## src/poe_seq_pkg.sv

```systemverilog
// constants, codes and helpers for the port detect/classify sequencer
package poe_seq_pkg;
    localparam int NPORT        = 4;
    localparam int CLK_KHZ      = 125_000;
    localparam int POINT_MS     = 100;
    localparam int CYCLE_MAX_MS = 230;
    localparam int REPEAT_MS    = 320;
    localparam int CLASS_MS     = 15;
    localparam int START_MS     = 60;
    localparam int POINT_CYC    = POINT_MS * CLK_KHZ;
    localparam int CYCLE_MAX_CYC = CYCLE_MAX_MS * CLK_KHZ;
    localparam int REPEAT_CYC   = REPEAT_MS * CLK_KHZ;
    localparam int CLASS_CYC    = CLASS_MS * CLK_KHZ;
    localparam int START_CYC    = START_MS * CLK_KHZ;

    localparam logic [7:0] OFS_STATUS0 = 8'h0C;
    localparam logic [7:0] OFS_MODE    = 8'h12;
    localparam logic [7:0] OFS_ENABLE  = 8'h14;
    localparam logic [7:0] OFS_RESTART = 8'h18;
    localparam logic [7:0] OFS_POWER   = 8'h19;
    localparam logic [7:0] STATUS_RST  = 8'h00;
    localparam int DET_LSB = 0;
    localparam int CLS_LSB = 4;

    localparam logic [1:0] MODE_SHDN   = 2'h0;
    localparam logic [1:0] MODE_MANUAL = 2'h1;
    localparam logic [1:0] MODE_SEMI   = 2'h2;
    localparam logic [1:0] MODE_AUTO   = 2'h3;

    localparam logic [2:0] DET_UNKNOWN = 3'h0;
    localparam logic [2:0] DET_SHORT   = 3'h1;
    localparam logic [2:0] DET_CAP     = 3'h2;
    localparam logic [2:0] DET_RLOW    = 3'h3;
    localparam logic [2:0] DET_GOOD    = 3'h4;
    localparam logic [2:0] DET_RHIGH   = 3'h5;
    localparam logic [2:0] DET_OPEN    = 3'h6;
    localparam logic [2:0] CLS_OVER    = 3'h7;

    localparam logic [1:0] PROBE_OFF = 2'h0;
    localparam logic [1:0] PROBE_I1  = 2'h1;
    localparam logic [1:0] PROBE_I2  = 2'h2;
    localparam logic [1:0] PROBE_CLS = 2'h3;

    // second test current minus first, in microamps
    localparam int DI_UA = 160;
    localparam logic [15:0] DV_SHORT_MV = 16'(1000 * DI_UA / 1000);
    localparam logic [15:0] DV_MIN_MV   = 16'(17000 * DI_UA / 1000);
    localparam logic [15:0] DV_MAX_MV   = 16'(29000 * DI_UA / 1000);
    localparam logic [15:0] DV_OPEN_MV  = 16'(100000 * DI_UA / 1000);
    localparam logic [7:0] CLS1_MA = 8'h08;
    localparam logic [7:0] CLS2_MA = 8'h10;
    localparam logic [7:0] CLS3_MA = 8'h19;
    localparam logic [7:0] CLS4_MA = 8'h23;
    localparam logic [7:0] CLSX_MA = 8'h2D;

    typedef enum logic [2:0] {
        ST_IDLE, ST_PT1, ST_PT2, ST_CLASS, ST_GAP, ST_POWERED
    } seq_state_t;

    // slope of the two points cancels diode and leakage offsets
    function automatic logic [2:0] det_code(input logic [15:0] v1,
                                            input logic [15:0] v2,
                                            input logic cap);
        logic [15:0] dv;
        dv = v2 - v1;
        if (v2 < v1 || dv < DV_SHORT_MV) det_code = DET_SHORT;
        else if (dv > DV_OPEN_MV) det_code = DET_OPEN;
        else if (dv < DV_MIN_MV) det_code = DET_RLOW;
        else if (dv > DV_MAX_MV) det_code = DET_RHIGH;
        else if (cap) det_code = DET_CAP;
        else det_code = DET_GOOD;
    endfunction

    function automatic logic [2:0] cls_code(input logic [7:0] ma);
        if (ma < CLS1_MA) cls_code = 3'h0;
        else if (ma < CLS2_MA) cls_code = 3'h1;
        else if (ma < CLS3_MA) cls_code = 3'h2;
        else if (ma < CLS4_MA) cls_code = 3'h3;
        else if (ma <= CLSX_MA) cls_code = 3'h4;
        else cls_code = CLS_OVER;
    endfunction
endpackage

```

## src/poe_seq.sv

```systemverilog
// four-port signature detection, classification and power sequencer
`timescale 1ns/1ns
module poe_seq #(
    parameter int POINT_CYC     = poe_seq_pkg::POINT_CYC,
    parameter int CYCLE_MAX_CYC = poe_seq_pkg::CYCLE_MAX_CYC,
    parameter int REPEAT_CYC    = poe_seq_pkg::REPEAT_CYC,
    parameter int CLASS_CYC     = poe_seq_pkg::CLASS_CYC,
    parameter int START_CYC     = poe_seq_pkg::START_CYC
) (
    input  wire logic        clk,                   // 125 MHz
    input  wire logic        resetn,                // async reset
    input  wire logic        auto_strap,            // start mode strap
    input  wire logic        reg_wr,                // write strobe
    input  wire logic        reg_rd,                // read strobe
    input  wire logic [7:0]  reg_addr,              // register offset
    input  wire logic [7:0]  reg_wdata,             // write data
    output logic      [7:0]  reg_rdata,             // read data
    input  wire logic [63:0] port_volt,             // mV per port
    input  wire logic [3:0]  cap_high,              // load cap too big
    input  wire logic [31:0] class_ma,              // mA per port
    input  wire logic [3:0]  fault_off,             // timer fault kill
    output logic      [7:0]  probe_current_pin,     // probe select
    output logic      [31:0] port_status,           // status per port
    output logic      [3:0]  port_power,            // power enable
    output logic      [3:0]  start_timer_run,       // inrush timing
    output logic      [3:0]  overcurrent_timer_run, // steady timing
    output logic      [11:0] budget_class           // power budget
);
    localparam int NP = poe_seq_pkg::NPORT;
    localparam int DET_LO = poe_seq_pkg::DET_LSB;
    localparam int DET_HI = poe_seq_pkg::DET_LSB + 2;
    localparam int CLS_LO = poe_seq_pkg::CLS_LSB;
    localparam int CLS_HI = poe_seq_pkg::CLS_LSB + 2;

    logic [7:0] mode_r, mode_nxt;
    logic [3:0] det_en_r, det_en_nxt;
    logic [3:0] cls_en_r, cls_en_nxt;
    logic       init_r, init_nxt;
    logic [7:0] rdata_r, rdata_nxt;
    logic [3:0] rst_det, rst_cls, cmd_on, cmd_off;
    logic [1:0] sidx;

    assign rst_det = (reg_wr && reg_addr == poe_seq_pkg::OFS_RESTART)
                     ? reg_wdata[3:0] : 4'h0;
    assign rst_cls = (reg_wr && reg_addr == poe_seq_pkg::OFS_RESTART)
                     ? reg_wdata[7:4] : 4'h0;
    assign cmd_on  = (reg_wr && reg_addr == poe_seq_pkg::OFS_POWER)
                     ? reg_wdata[3:0] : 4'h0;
    assign cmd_off = (reg_wr && reg_addr == poe_seq_pkg::OFS_POWER)
                     ? reg_wdata[7:4] : 4'h0;
    assign sidx    = 2'(reg_addr - poe_seq_pkg::OFS_STATUS0);

    always_comb begin
        mode_nxt   = mode_r;
        det_en_nxt = det_en_r;
        cls_en_nxt = cls_en_r;
        init_nxt   = 1'b1;
        rdata_nxt  = 8'h00;
        // strap is caught on the first edge after release, not by reset
        if (!init_r) begin
            mode_nxt   = auto_strap ? {NP{poe_seq_pkg::MODE_AUTO}}
                                    : {NP{poe_seq_pkg::MODE_SHDN}};
            det_en_nxt = {NP{auto_strap}};
            cls_en_nxt = {NP{auto_strap}};
        end else if (reg_wr && reg_addr == poe_seq_pkg::OFS_MODE) begin
            mode_nxt = reg_wdata;
        end else if (reg_wr && reg_addr == poe_seq_pkg::OFS_ENABLE) begin
            det_en_nxt = reg_wdata[3:0];
            cls_en_nxt = reg_wdata[7:4];
        end
        for (int i = 0; i < NP; i++) begin
            // reset-time mode reads as shutdown; it must not wipe the strap load
            if (init_r && mode_r[2*i +: 2] == poe_seq_pkg::MODE_SHDN) begin
                det_en_nxt[i] = 1'b0;
                cls_en_nxt[i] = 1'b0;
            end
        end
        if (reg_rd && reg_addr >= poe_seq_pkg::OFS_STATUS0
            && reg_addr < poe_seq_pkg::OFS_STATUS0 + 8'h04) begin
            rdata_nxt = port_status[8*sidx +: 8];
        end
    end

    always_ff @(posedge clk or negedge resetn) begin
        if (!resetn) begin
            mode_r   <= 8'h00;
            det_en_r <= 4'h0;
            cls_en_r <= 4'h0;
            init_r   <= 1'b0;
            rdata_r  <= 8'h00;
        end else begin
            mode_r   <= mode_nxt;
            det_en_r <= det_en_nxt;
            cls_en_r <= cls_en_nxt;
            init_r   <= init_nxt;
            rdata_r  <= rdata_nxt;
        end
    end

    assign reg_rdata = rdata_r;

    for (genvar i = 0; i < NP; i++) begin : g_port
        poe_seq_pkg::seq_state_t st_r, st_nxt;
        logic [31:0] cnt_r, cnt_nxt;
        logic [31:0] start_r, start_nxt;
        logic [15:0] v1_r, v1_nxt;
        logic        cap_r, cap_nxt;
        logic [7:0]  stat_r, stat_nxt;
        logic        pwr_r, pwr_nxt;
        logic [1:0]  probe_r, probe_nxt;
        logic [1:0]  mode;
        logic [15:0] volt;
        logic [2:0]  code;
        logic [2:0]  cls;
        logic        shdn, off_req, go_pwr, end_pt1, end_pt2, end_cls;

        assign mode    = mode_r[2*i +: 2];
        assign volt    = port_volt[16*i +: 16];
        assign shdn    = mode == poe_seq_pkg::MODE_SHDN;
        assign off_req = cmd_off[i] | fault_off[i] | shdn;
        assign end_pt1 = st_r == poe_seq_pkg::ST_PT1
                         && cnt_r == 32'(POINT_CYC - 1);
        assign end_pt2 = st_r == poe_seq_pkg::ST_PT2
                         && cnt_r == 32'(2 * POINT_CYC - 1);
        assign end_cls = st_r == poe_seq_pkg::ST_CLASS
                         && cnt_r == 32'(2 * POINT_CYC + CLASS_CYC - 1);
        assign code    = poe_seq_pkg::det_code(v1_r, volt, cap_r | cap_high[i]);
        assign cls     = poe_seq_pkg::cls_code(class_ma[8*i +: 8]);

        always_comb begin
            st_nxt    = st_r;
            cnt_nxt   = cnt_r + 32'h1;
            start_nxt = (pwr_r && start_r != 32'h0) ? start_r - 32'h1 : start_r;
            v1_nxt    = v1_r;
            cap_nxt   = cap_r | cap_high[i];
            stat_nxt  = stat_r;
            pwr_nxt   = pwr_r;
            go_pwr    = 1'b0;
            case (st_r)
                poe_seq_pkg::ST_IDLE: begin
                    cnt_nxt = 32'h0;
                    cap_nxt = 1'b0;
                    if ((mode == poe_seq_pkg::MODE_SEMI
                         || mode == poe_seq_pkg::MODE_AUTO) && det_en_r[i]) begin
                        st_nxt = poe_seq_pkg::ST_PT1;
                    end else if (mode == poe_seq_pkg::MODE_MANUAL) begin
                        if (rst_det[i] && det_en_r[i]) begin
                            st_nxt = poe_seq_pkg::ST_PT1;
                        end else if (rst_cls[i] && cls_en_r[i]) begin
                            st_nxt  = poe_seq_pkg::ST_CLASS;
                            cnt_nxt = 32'(2 * POINT_CYC);
                        end
                    end
                end
                poe_seq_pkg::ST_PT1: begin
                    if (end_pt1) begin
                        v1_nxt = volt;
                        st_nxt = poe_seq_pkg::ST_PT2;
                    end
                end
                poe_seq_pkg::ST_PT2: begin
                    if (end_pt2) begin
                        stat_nxt[DET_HI:DET_LO] = code;
                        if (mode == poe_seq_pkg::MODE_MANUAL) begin
                            st_nxt = poe_seq_pkg::ST_IDLE;
                        end else if (code != poe_seq_pkg::DET_GOOD) begin
                            st_nxt = poe_seq_pkg::ST_GAP;
                        end else if (cls_en_r[i]) begin
                            st_nxt = poe_seq_pkg::ST_CLASS;
                        end else if (mode == poe_seq_pkg::MODE_AUTO) begin
                            go_pwr = 1'b1;
                        end else begin
                            st_nxt = poe_seq_pkg::ST_GAP;
                        end
                    end
                end
                poe_seq_pkg::ST_CLASS: begin
                    if (end_cls) begin
                        stat_nxt[CLS_HI:CLS_LO] = cls;
                        if (mode == poe_seq_pkg::MODE_MANUAL) begin
                            st_nxt = poe_seq_pkg::ST_IDLE;
                        end else if (mode == poe_seq_pkg::MODE_AUTO) begin
                            go_pwr = 1'b1;
                        end else begin
                            st_nxt = poe_seq_pkg::ST_GAP;
                        end
                    end
                end
                poe_seq_pkg::ST_GAP: begin
                    // one idle cycle follows, so leave early to keep the period exact
                    if (cnt_r >= 32'(REPEAT_CYC - 2)) begin
                        st_nxt = poe_seq_pkg::ST_IDLE;
                    end
                end
                poe_seq_pkg::ST_POWERED: begin
                    cnt_nxt = 32'h0;
                end
                default: begin
                    st_nxt = poe_seq_pkg::ST_IDLE;
                end
            endcase
            // a disabled step is abandoned rather than finished
            if ((st_r == poe_seq_pkg::ST_PT1 || st_r == poe_seq_pkg::ST_PT2)
                && !det_en_r[i]) begin
                st_nxt = poe_seq_pkg::ST_IDLE;
            end
            if (st_r == poe_seq_pkg::ST_CLASS && !cls_en_r[i]) begin
                st_nxt = poe_seq_pkg::ST_IDLE;
            end
            if (cmd_on[i] && (mode == poe_seq_pkg::MODE_MANUAL
                              || mode == poe_seq_pkg::MODE_SEMI)) begin
                go_pwr = 1'b1;
            end
            if (off_req) begin
                pwr_nxt = 1'b0;
                if (st_r == poe_seq_pkg::ST_POWERED) begin
                    st_nxt = poe_seq_pkg::ST_IDLE;
                end
            end else if (go_pwr && !pwr_r) begin
                pwr_nxt   = 1'b1;
                st_nxt    = poe_seq_pkg::ST_POWERED;
                start_nxt = 32'(START_CYC);
            end
            if (shdn) begin
                st_nxt   = poe_seq_pkg::ST_IDLE;
                stat_nxt = poe_seq_pkg::STATUS_RST;
            end
            case (st_nxt)
                poe_seq_pkg::ST_PT1:   probe_nxt = poe_seq_pkg::PROBE_I1;
                poe_seq_pkg::ST_PT2:   probe_nxt = poe_seq_pkg::PROBE_I2;
                poe_seq_pkg::ST_CLASS: probe_nxt = poe_seq_pkg::PROBE_CLS;
                default:               probe_nxt = poe_seq_pkg::PROBE_OFF;
            endcase
        end

        always_ff @(posedge clk or negedge resetn) begin
            if (!resetn) begin
                st_r    <= poe_seq_pkg::ST_IDLE;
                cnt_r   <= 32'h0;
                start_r <= 32'h0;
                v1_r    <= 16'h0;
                cap_r   <= 1'b0;
                stat_r  <= poe_seq_pkg::STATUS_RST;
                pwr_r   <= 1'b0;
                probe_r <= 2'h0;
            end else begin
                st_r    <= st_nxt;
                cnt_r   <= cnt_nxt;
                start_r <= start_nxt;
                v1_r    <= v1_nxt;
                cap_r   <= cap_nxt;
                stat_r  <= stat_nxt;
                pwr_r   <= pwr_nxt;
                probe_r <= probe_nxt;
            end
        end

        assign probe_current_pin[2*i +: 2] = probe_r;
        assign port_status[8*i +: 8]       = stat_r;
        assign port_power[i]               = pwr_r;
        // one limit threshold; only the running timer differs
        assign start_timer_run[i]       = pwr_r && start_r != 32'h0;
        assign overcurrent_timer_run[i] = pwr_r && start_r == 32'h0;
        assign budget_class[3*i +: 3]   = (stat_r[CLS_HI:CLS_LO] == 3'h4)
                                          ? 3'h0 : stat_r[CLS_HI:CLS_LO];

    end
endmodule

```

## config.mk

```make
export PLATFORM = sky130hd
export DESIGN_NAME = poe_seq
export DESIGN_NICKNAME = d
export VERILOG_FILES = /design/src/poe_seq_pkg.sv /design/src/poe_seq.sv
export SDC_FILE = /design/constraint.sdc
export NUM_CORES = 1
export LEC_CHECK = 0
export BUFFER_PORTS_ARGS = -buffer_cell sky130_fd_sc_hd__buf_2
export CAP_MARGIN = 20
export CORE_UTILIZATION = 37
export CTS_BUF_LIST = sky130_fd_sc_hd__clkbuf_16
export DETAILED_ROUTE_END_ITERATION = 12
export HOLD_SLACK_MARGIN = 0.15
export PLACE_DENSITY = 0.65
export SLEW_MARGIN = 5
export SYNTH_ARGS = -nofsm -noshare
export SYNTH_HDL_FRONTEND = slang
export SYNTH_SLANG_ARGS = --single-unit
```

## constraint.sdc

```tcl
create_clock -name clk -period 10.8 [get_ports clk]
set_input_delay 0.54 -clock clk [delete_from_list [all_inputs] [get_ports clk]]
set_output_delay 0.54 -clock clk [all_outputs]
set_load 0.005 [all_outputs]
```

==> results of run 1 <==
-- kinds of logic (layout without fill, tap and decap cells) --
group           Yosys count  after routing  synth area share (%)
flops                   395            395                  39.1
other cells               2             14                0.0297
xor+xnor                265            265                  9.18
simple gates           1224           1224                  24.4
buf+inv                 273            419                  4.55
mux                      40             40                  1.97
fa+ha+maj               104            104                  5.26
compound gates          588            588                  15.5
-- placed cells by master, fill, tap and decap left out, types with 49 or more instances in the layout --
cell       Yosys  final
dfrtp_1      395    395
nor2_1       353    352
nand2_1      244    244
buf_2         16    185
o21ai_0      180    180
xnor2_1      137    137
inv_1        129    132
xor2_1       128    128
a21oi_1      111    111
nand3_1      104    104
ha_1         100    100
nor3_1        98     97
nor4_1        68     66
clkbuf_16      0     49
-- worst paths after layout --
path | startpoint | to | slack (ns) | cells after the start
min reg2reg | g_port[0].v1_r[0] | g_port[0].v1_r[0] | 0.50 | 2
min | port_volt[34] | g_port[2].v1_r[2] | 0.18 | 3
max | g_port[0].v1_r[0] | g_port[0].probe_r[1] | 6.42 | 12
max in group asynchronous | resetn | g_port[2].v1_r[1] | 8.02 | 4
max reg2reg | g_port[0].v1_r[0] | g_port[0].probe_r[1] | 6.42 | 12
min in group asynchronous | resetn | g_port[0].v1_r[6] | 0.50 | 2
-- stage by stage --
step	utilization [%]	instance area [um^2]	power [W]	hold slack [ns]
2_1_floorplan	-	25300	0.00193	0.244
3_5_place_dp	39.9	26900	0.00210	0.482
4_1_cts	42.3	28500	0.00382	0.150
3_3_place_gp	39.9	26900	0.00210	0.473
6_report	42.3	28500	0.00376	0.184
5_1_grt	42.3	28500	0.00395	0.185
-- layout make-up --
type,count,share of cell area [%]
Multi-Input combinational cell,2232,50.2
Sequential cell,395,34.7
Tap cell,873,3.83
Inverter,129,1.70
Timing Repair Buffer,206,3.89
Antenna cell,3,0.0263
Clock inverter,35,1.40
Clock buffer,49,4.30
-- synth_stat cells, types with 33 or more instances --
library cell and count:
dfrtp_1 395, nor2_1 353, nand2_1 244, o21ai_0 180
xnor2_1 137, inv_1 129, xor2_1 128, a21oi_1 111
nand3_1 104, clkbuf_1 100, ha_1 100, nor3_1 98
nor4_1 68, nand4_1 48, nand2b_1 47, and3_1 40
nor2b_1 38, a21o_1 33
-- sequential cells by signal (all words and copies together) (netlist names), 4 cells and up --
signal	flops
g_port.start_r	128
reg_rdata	6
g_port.st_r	12
mode_r	8
g_port.probe_r	8
cls_en_r	4
g_port.cnt_r	128
det_en_r	4
g_port.stat_r	24
g_port.v1_r	64
g_port.cap_r	4
g_port.pwr_r	4
-- power by group --
group / total [W] / switching [W] / internal, W
clock network: 0.00168 / 0.000649 / 0.00103
logic: 0.000481 / 0.000312 / 0.000169
registers: 0.00160 / 0.0000671 / 0.00153
total: 0.00376 / 0.00103 / 0.00273
-- worst min-delay path: stages --
cell and delay, ns:
buf_2 0.09, nand2_1 0.04, o21ai_0 0.05
-- repair_timing --
action	4_1_cts	5_1_grt
gates resized for setup	0	0
setup buffers	0	0
hold endpoints to repair	86	0
hold buffers	3	0
-- routing by layer --
metal | routed length, um | vias to the layer above
met3 | 4240 | 90
met2 | 28000 | 535
met4 | 1380 | 8
met1 | 30600 | 10200
met5 | 59 | -
li1 | - | 10500
==> results.ini, run 1 <==
[status]
status = completed

[grt]
use_met1_pct = 26.6
grt_use_met2_pct = 28.6
grt_pass1_vias = 20100
grt_pass1_wl_um = 107000
grt_util_all_layers_pct = 18.6
grt_max_degree = 167
overflow = 0
antenna_found_initial = 10
grt.busiest_layer = met2
met3_usage_pct = 3.74

[cells_and_area]
finalNonFillerCells = 3922
seq_area_um2 = 9880
fillerInstances = 6609
syn_to_final_growth_pct = 12.8
multi_input_area_um2 = 14300
fin_nets = 3240
drive_gt1_share_pct = 11.6

[yosys]
ys_async_sr_fraction_pct = 100
synth_enable_flop_cells = 0
yosys.area.top_type = dfrtp_1
ys.flop_type = dfrtp_1
syn_area_per_cell_um2 = 8.75
ys_seq_area_share_pct = 39.1
ys_types = 102
synth_seq_cells = 395
synth_area_leaders = dfrtp_1 39%, nor2_1 5.2%, ha_1 4.9%
netlist_area_um2 = 25300
netlist.area_leader.share_pct = 39.1
ys_warn_count = 0
synthCells = 2891

[placed_design]
placedCellCount = 3832
dp_slack_ns = 6.13
gp_congestion = 0.908
numPortBuffers = 186
post-dp-hpwl_um = 47500

[clock_network]
path_clk_slew_ns = 0.06
insertion_delay_ns = 0.58
cts_tree = built
clockRootBuffer = clkbuf_16
numCtsBuffers = 47
cts.sink_count = 395
clock_path_buffers = 3
ctsHtreeMaxLevel = 2

[detailed_routing]
ant_nets = 0
route.detailed.drc = 0
vias = 21400
routed_wirelength_um = 64300
viasPerCell = 5.44
avgRoutedWirePerCell_um = 16.4
drt_iter0_drc = 1582
dr.pass1.iters = 5

[die]
start_util_pct = 37.5
die_h_um = 263
fp.dieW_um = 263
fp-row-count = 95
fp.coreArea_um2 = 67400
die_area_um2 = 69400
io_pins = 197

[worst_setup_path]
slowest_delay_ns = 0.72
slowest_stage = and2_1
critPathBufInv = 0
cp-start-kind = register
crit_fanout = 25
critPathArrivalTime_ns = 4.79
cp_top_family = compound AO/OA/AOI/OAI gates
end_kind = register
crit_type = register to register
crit_chain = ha_1 > fa_1 > nand2b_1 > a21boi_1 > o21ai_0 > a221oi_1 > a31oi_1 > or4_1 > a211oi_2 > a41o_1 > and2_1 > nor3_1
crit_required_ns = 11.21

[pwr]
ir_drop_mv = 0.127
power_leakage_nw = 11.8
power_density_nw_per_um2 = 132

[timing]
rsz0062_at_grt = false
layout_min_cycle_time_ns = 4.38
fmax_ghz = 0.228
setup_ws_ns = 6.42
finalSetupViolations = 0
finalSetupTns_ns = 0
period_share_pct = 40.6
fin_skew_ns = 0.0176
tightestPinTransition_ns = 1.02
maxSlewViolCount = 0
relSlewSlack_pct = 31.7
hold_viol = 0

[worst_hold_path]
worstHoldPathType = primary input to register

[flow_run]
cap_violations = 0

(Power assumes the default switching activity.)
==> inputs of run 2 (changes only) <==
Clock period 10.8 ns to 4.57 ns, I/O delays scaled along.
==> run 2 against run 1 <==
Sequential power is 140% higher. Total power rose by 130%. First-iteration DRC count fell by 2.1%. Cell area grew 3.3%. Largest power group is now registers.
==> results.ini, run 2 (same netlist as run 1, synthesis figures left out) <==
[timing]
rsz0062_at_grt = false
period_share_pct = 87.9
layout_min_cycle_time_ns = 4.01
fin_skew_ns = 0.0180
finalSetupViolations = 0
maxSlewViolCount = 0
relSlewSlack_pct = 22.2
tightestPinTransition_ns = 1.16
hold_viol = 0
fmax_ghz = 0.249
finalSetupTns_ns = 0

[detailed_routing]
drt_iter0_drc = 1548
route.detailed.drc = 0
ant_nets = 0
routed_wirelength_um = 66200
avgRoutedWirePerCell_um = 16.5
vias = 21700
dr.pass1.iters = 5
viasPerCell = 5.40

[pwr]
power_leakage_nw = 12.1
p_seq_share_pct = 43.7
ir_drop_mv = 0.228
pwr-share-comb_pct = 14.2
p_clk_share_pct = 42.1
p_sw_share_pct = 28.4
power.net_switching_w = 0.00245
internal_power_w = 0.00618
power_density_nw_per_um2 = 293

[worst_hold_path]
min-delay-start = class_ma[29]
worstHoldPathType = primary input to register
hold_depth = 5

[die]
fp-row-count = 95
io_pins = 197
fp.dieW_um = 263
die_h_um = 263
fp.coreArea_um2 = 67400
start_util_pct = 37.5
die_area_um2 = 69400

[worst_setup_path]
crit_type = register to register
ff2ff_path_depth = 12
crit_fanout = 12
crit_required_ns = 5.08
crit_end = g_port[2].st_r[2]
r2r_slack_ns = 0.56
end_kind = register
cp-start-kind = register
rr_endpoint = g_port[2].st_r[2]
r2r_start = g_port[2].v1_r[0]
cp-startpoint = g_port[2].v1_r[0]
critPathArrivalTime_ns = 4.52

[cells_and_area]
final_area_um2 = 29500
syn_to_final_growth_pct = 16.5
layout_commonest_cell = dfrtp_1
reg_top3 = g_port.cnt_r x128, g_port.start_r x128, g_port.v1_r x64
layout_common_cells = 395 x dfrtp_1, 352 x nor2_1, 244 x nand2_1
fin_nets = 3347
drive_gt1_share_pct = 11.2
fillerInstances = 6556

[flow_run]
cap_violations = 0

[grt]
use_met1_pct = 26.4
grt_pass1_wl_um = 110000
grt_use_met2_pct = 30.3
grt.busiest_layer = met2
grt_pass1_vias = 21100
grt_max_degree = 108
met3_usage_pct = 3.91
grt_util_all_layers_pct = 19.2
antenna_found_initial = 9
overflow = 0

[clock_network]
clockRootBuffer = clkbuf_16
numCtsBuffers = 45
path_clk_slew_ns = 0.06
insertion_delay_ns = 0.58
cts.sink_count = 395
hold_buffers = 105
cts_setup_buffers = 0
cts_resized = 0
clock_path_buffers = 3
cts_tree = built
ctsHtreeMaxLevel = 2

[placed_design]
numPortBuffers = 186
post-dp-hpwl_um = 48300
placed_area_um2 = 26900
gp_congestion = 0.919

[status]
status = completed

## run 2: per-layer routing
metal / wire length (um) / share of wire (%)
met5: 0 / 0
met4: 1530 / 2.3
met3: 4280 / 6.5
met2: 29400 / 44
met1: 31000 / 47
## run 2: power groups by stage
stage	Clock (W)	Sequential, W	Combinational [W]
floorplan	0	0.00375	0.000797
global placement	0	0.00383	0.00113
detailed placement	0	0.00383	0.00115
CTS	0.00375	0.00377	0.00122
global route	0.00389	0.00379	0.00138
finish	0.00363	0.00377	0.00123
## run 2: cell type report
| class | instances | area, um^2 | share of cell area (%) |
|---|---|---|---|
| Multi-Input combinational cell | 2232 | 14300 | 48.6 |
| Sequential cell | 395 | 9880 | 33.5 |
| Timing Repair Buffer | 315 | 2220 | 7.54 |
| Clock buffer | 46 | 1150 | 3.91 |
| Tap cell | 873 | 1090 | 3.71 |
| Inverter | 129 | 484 | 1.64 |
| Clock inverter | 31 | 300 | 1.02 |
| Antenna cell | 4 | 10.0 | 0.0340 |
## run 2: worst min-delay path by stage
stage                           to
2_1_floorplan          cls_en_r[0]
3_3_place_gp     g_port[0].v1_r[6]
3_5_place_dp     g_port[0].v1_r[7]
4_1_cts        g_port[0].stat_r[6]
5_1_grt        g_port[3].stat_r[5]
6_report       g_port[3].stat_r[6]
## run 2: per-stage QoR
stage / hold WS (ns) / instances / power, W / worst slack [ns] / util, %
after floorplan: -0.0671 / 2900 / 0.00455 / 1.04 / -
after global placement: 0.336 / 3838 / 0.00496 / 0.670 / 40.0
after detailed placement: 0.334 / 3838 / 0.00497 / 0.592 / 40.0
after CTS: 0.152 / 4020 / 0.00873 / 0.575 / 43.7
after global routing: 0.200 / 4025 / 0.00905 / 0.184 / 43.7
final: 0.191 / 4025 / 0.00863 / 0.555 / 43.7
## run 2: worst max-delay path, cell delays in order (launching register included)
cell,delay [ns]
dfrtp_1,0.38
ha_1,0.21
fa_1,0.40
nor2b_1,0.19
o211ai_1,0.19
a21oi_1,0.27
nor2_1,0.11
xnor2_1,0.15
o41a_1,0.40
or4_1,0.60
a2111oi_4,0.41
o21ai_1,0.39
a21oi_1,0.23
==> inputs of run 3 (changes only) <==
Settings changed: PLACE_DENSITY 0.65 to 0.67.
Clock period 4.57 ns to 3.65 ns, I/O delays scaled along.
==> run 3 against run 2 <==
Non-clock buffer count rose by 117. Clock-buffer cell count rose by 1. Combinational power rose by 34%. Critical path depth rose by 2. Worst setup slack got worse by 0.48 ns. Cell area rose by 5.0%. Clock skew rose by 0.0050 ns. First-iteration DRC count fell by 2.4%. Hold slack improved by 0.0094 ns. Utilization rose by 2.2 points. Largest cell class unchanged.
==> results.ini, run 3 (same netlist as run 1, synthesis figures left out) <==
[status]
status = completed

[detailed_routing]
vias = 22300
avgRoutedWirePerCell_um = 16.3
route.detailed.drc = 0
ant_nets = 0
routed_wirelength_um = 67800
drt_iter0_drc = 1511
viasPerCell = 5.38
dr.pass1.iters = 5

[timing]
period_share_pct = 98.0
fmax_ghz = 0.279
finalSetupTns_ns = 0
tightestPinTransition_ns = 0.976
finalSetupViolations = 0
fin_skew_ns = 0.0230
hold_viol = 0
relSlewSlack_pct = 34.7
maxSlewViolCount = 0
layout_min_cycle_time_ns = 3.58
rsz0062_at_grt = true

[placed_design]
placedCellCount = 3931
post-dp-hpwl_um = 48800
numPortBuffers = 186
gp_congestion = 0.946

[cells_and_area]
fin_nets = 3466
reg_top3 = g_port.cnt_r x128, g_port.start_r x128, g_port.v1_r x64
drive_gt1_share_pct = 16.4
layout_common_cells = 395 x dfrtp_1, 346 x nor2_1, 243 x nand2_1
fillerInstances = 6442
finalNonFillerCells = 4149
syn_to_final_growth_pct = 22.4
layout_commonest_cell = dfrtp_1
post-route-util_pct = 45.9

[grt]
grt_pass1_vias = 21500
overflow = 0
grt_util_all_layers_pct = 19.4
grt_max_degree = 96
antenna_found_initial = 8
grt_pass1_wl_um = 111000

[worst_setup_path]
crit_required_ns = 4.12
crit_fanout = 8
cp-start-kind = register
crit_chain = ha_4 > fa_2 > nor2b_4 > o221ai_4 > a31o_4 > xnor2_2 > a31oi_2 > a21o_1 > o211ai_1 > or4_4 > a211oi_4 > buf_6 > clkbuf_16 > nor2_1
slowest_stage = or4_4
critPathBufInv = 2
crit_type = register to register
critPathArrivalTime_ns = 4.05
slowest_delay_ns = 0.56
end_kind = register
cp_top_family = compound AO/OA/AOI/OAI gates

[clock_network]
clock_path_buffers = 3
cts_tree = built
clockRootBuffer = clkbuf_16
ctsHtreeMaxLevel = 2
insertion_delay_ns = 0.60
cts.sink_count = 395
path_clk_slew_ns = 0.06
numCtsBuffers = 47

[die]
fp.dieW_um = 263
fp.coreArea_um2 = 67400
die_area_um2 = 69400
io_pins = 197
die_h_um = 263
start_util_pct = 37.5
fp-row-count = 95

[pwr]
power_leakage_nw = 12.9
power_density_nw_per_um2 = 355
ir_drop_mv = 0.329
power_w = 0.0110

[worst_hold_path]
worstHoldPathType = primary input to register

[flow_run]
cap_violations = 0

-- run 3: cell count changes in the layout (fill, tap and decap cells not counted), moves of 6 or more --
cell           before  now
dlygate4sd3_1     105  114
buf_4              20  115
ha_1              100   90
ha_2                0    9
nor2_1            352  346
-- run 3: power by group --
part	switching [W]	internal, W
Combinational	0.000994	0.000655
Clock	0.00202	0.00260
Sequential	0.000190	0.00452
Total	0.00320	0.00778
-- run 3: final timing paths --
path / start / endpoint / slack (ns) / depth (start not counted)
setup / recovery: g_port[1].v1_r[0] / g_port[1].start_r[26] / 0.07 / 14
hold / removal: reg_addr[1] / reg_rdata[0] / 0.20 / 3
setup reg to reg: g_port[1].v1_r[0] / g_port[1].start_r[26] / 0.07 / 14
hold reg to reg: g_port[0].v1_r[12] / g_port[0].v1_r[12] / 0.50 / 1
max in group asynchronous: resetn / g_port[2].v1_r[4] / 2.88 / 3
min in group asynchronous: resetn / g_port[0].v1_r[6] / 0.24 / 3
-- run 3: layout make-up --
class	count	area, um^2	area share (%)
sequential	395	9880	31.9
clock buffer	47	1180	3.80
clock inverter	38	324	1.05
inverter	129	484	1.56
multi-input combinational	2232	14700	47.5
timing repair buffer	432	3280	10.6
antenna	3	7.51	0.0243
tap	873	1090	3.53
-- run 3: worst min-delay path, cell delays in order --
cell and delay, ns:
buf_2 0.19, mux4_2 0.25, nor2b_1 0.12
-- run 3: routing by layer --
layer	up-vias	part of all wire, %	GRT usage (%)
li1	10900	-	-
met1	10700	46	26.6
met2	530	45	31.2
met3	92	6.3	3.79
met4	4	2.2	4.98
met5	-	0.034	0
-- run 3: stage by stage --
stage | cell area [um^2] | hold slack, ns | setup slack, ns
floorplan | 25300 | -0.113 | 0.117
global placement | 27700 | 0.151 | -0.0829
detailed placement | 27700 | 0.153 | -0.218
CTS | 30500 | 0.160 | 0.00100
global route | 30900 | 0.168 | -0.0555
finish | 30900 | 0.200 | 0.0715
-- run 3: repair_timing --
action                                 in CTS  in global routing
setup buffers                               2                  8
hold buffers                              115                  0
gates resized for setup                    14                 75
setup endpoints to repair                 104                147
endpoints found under the hold margin     514                  0
cloned                                      1                  3
pin swaps                                   5                 31
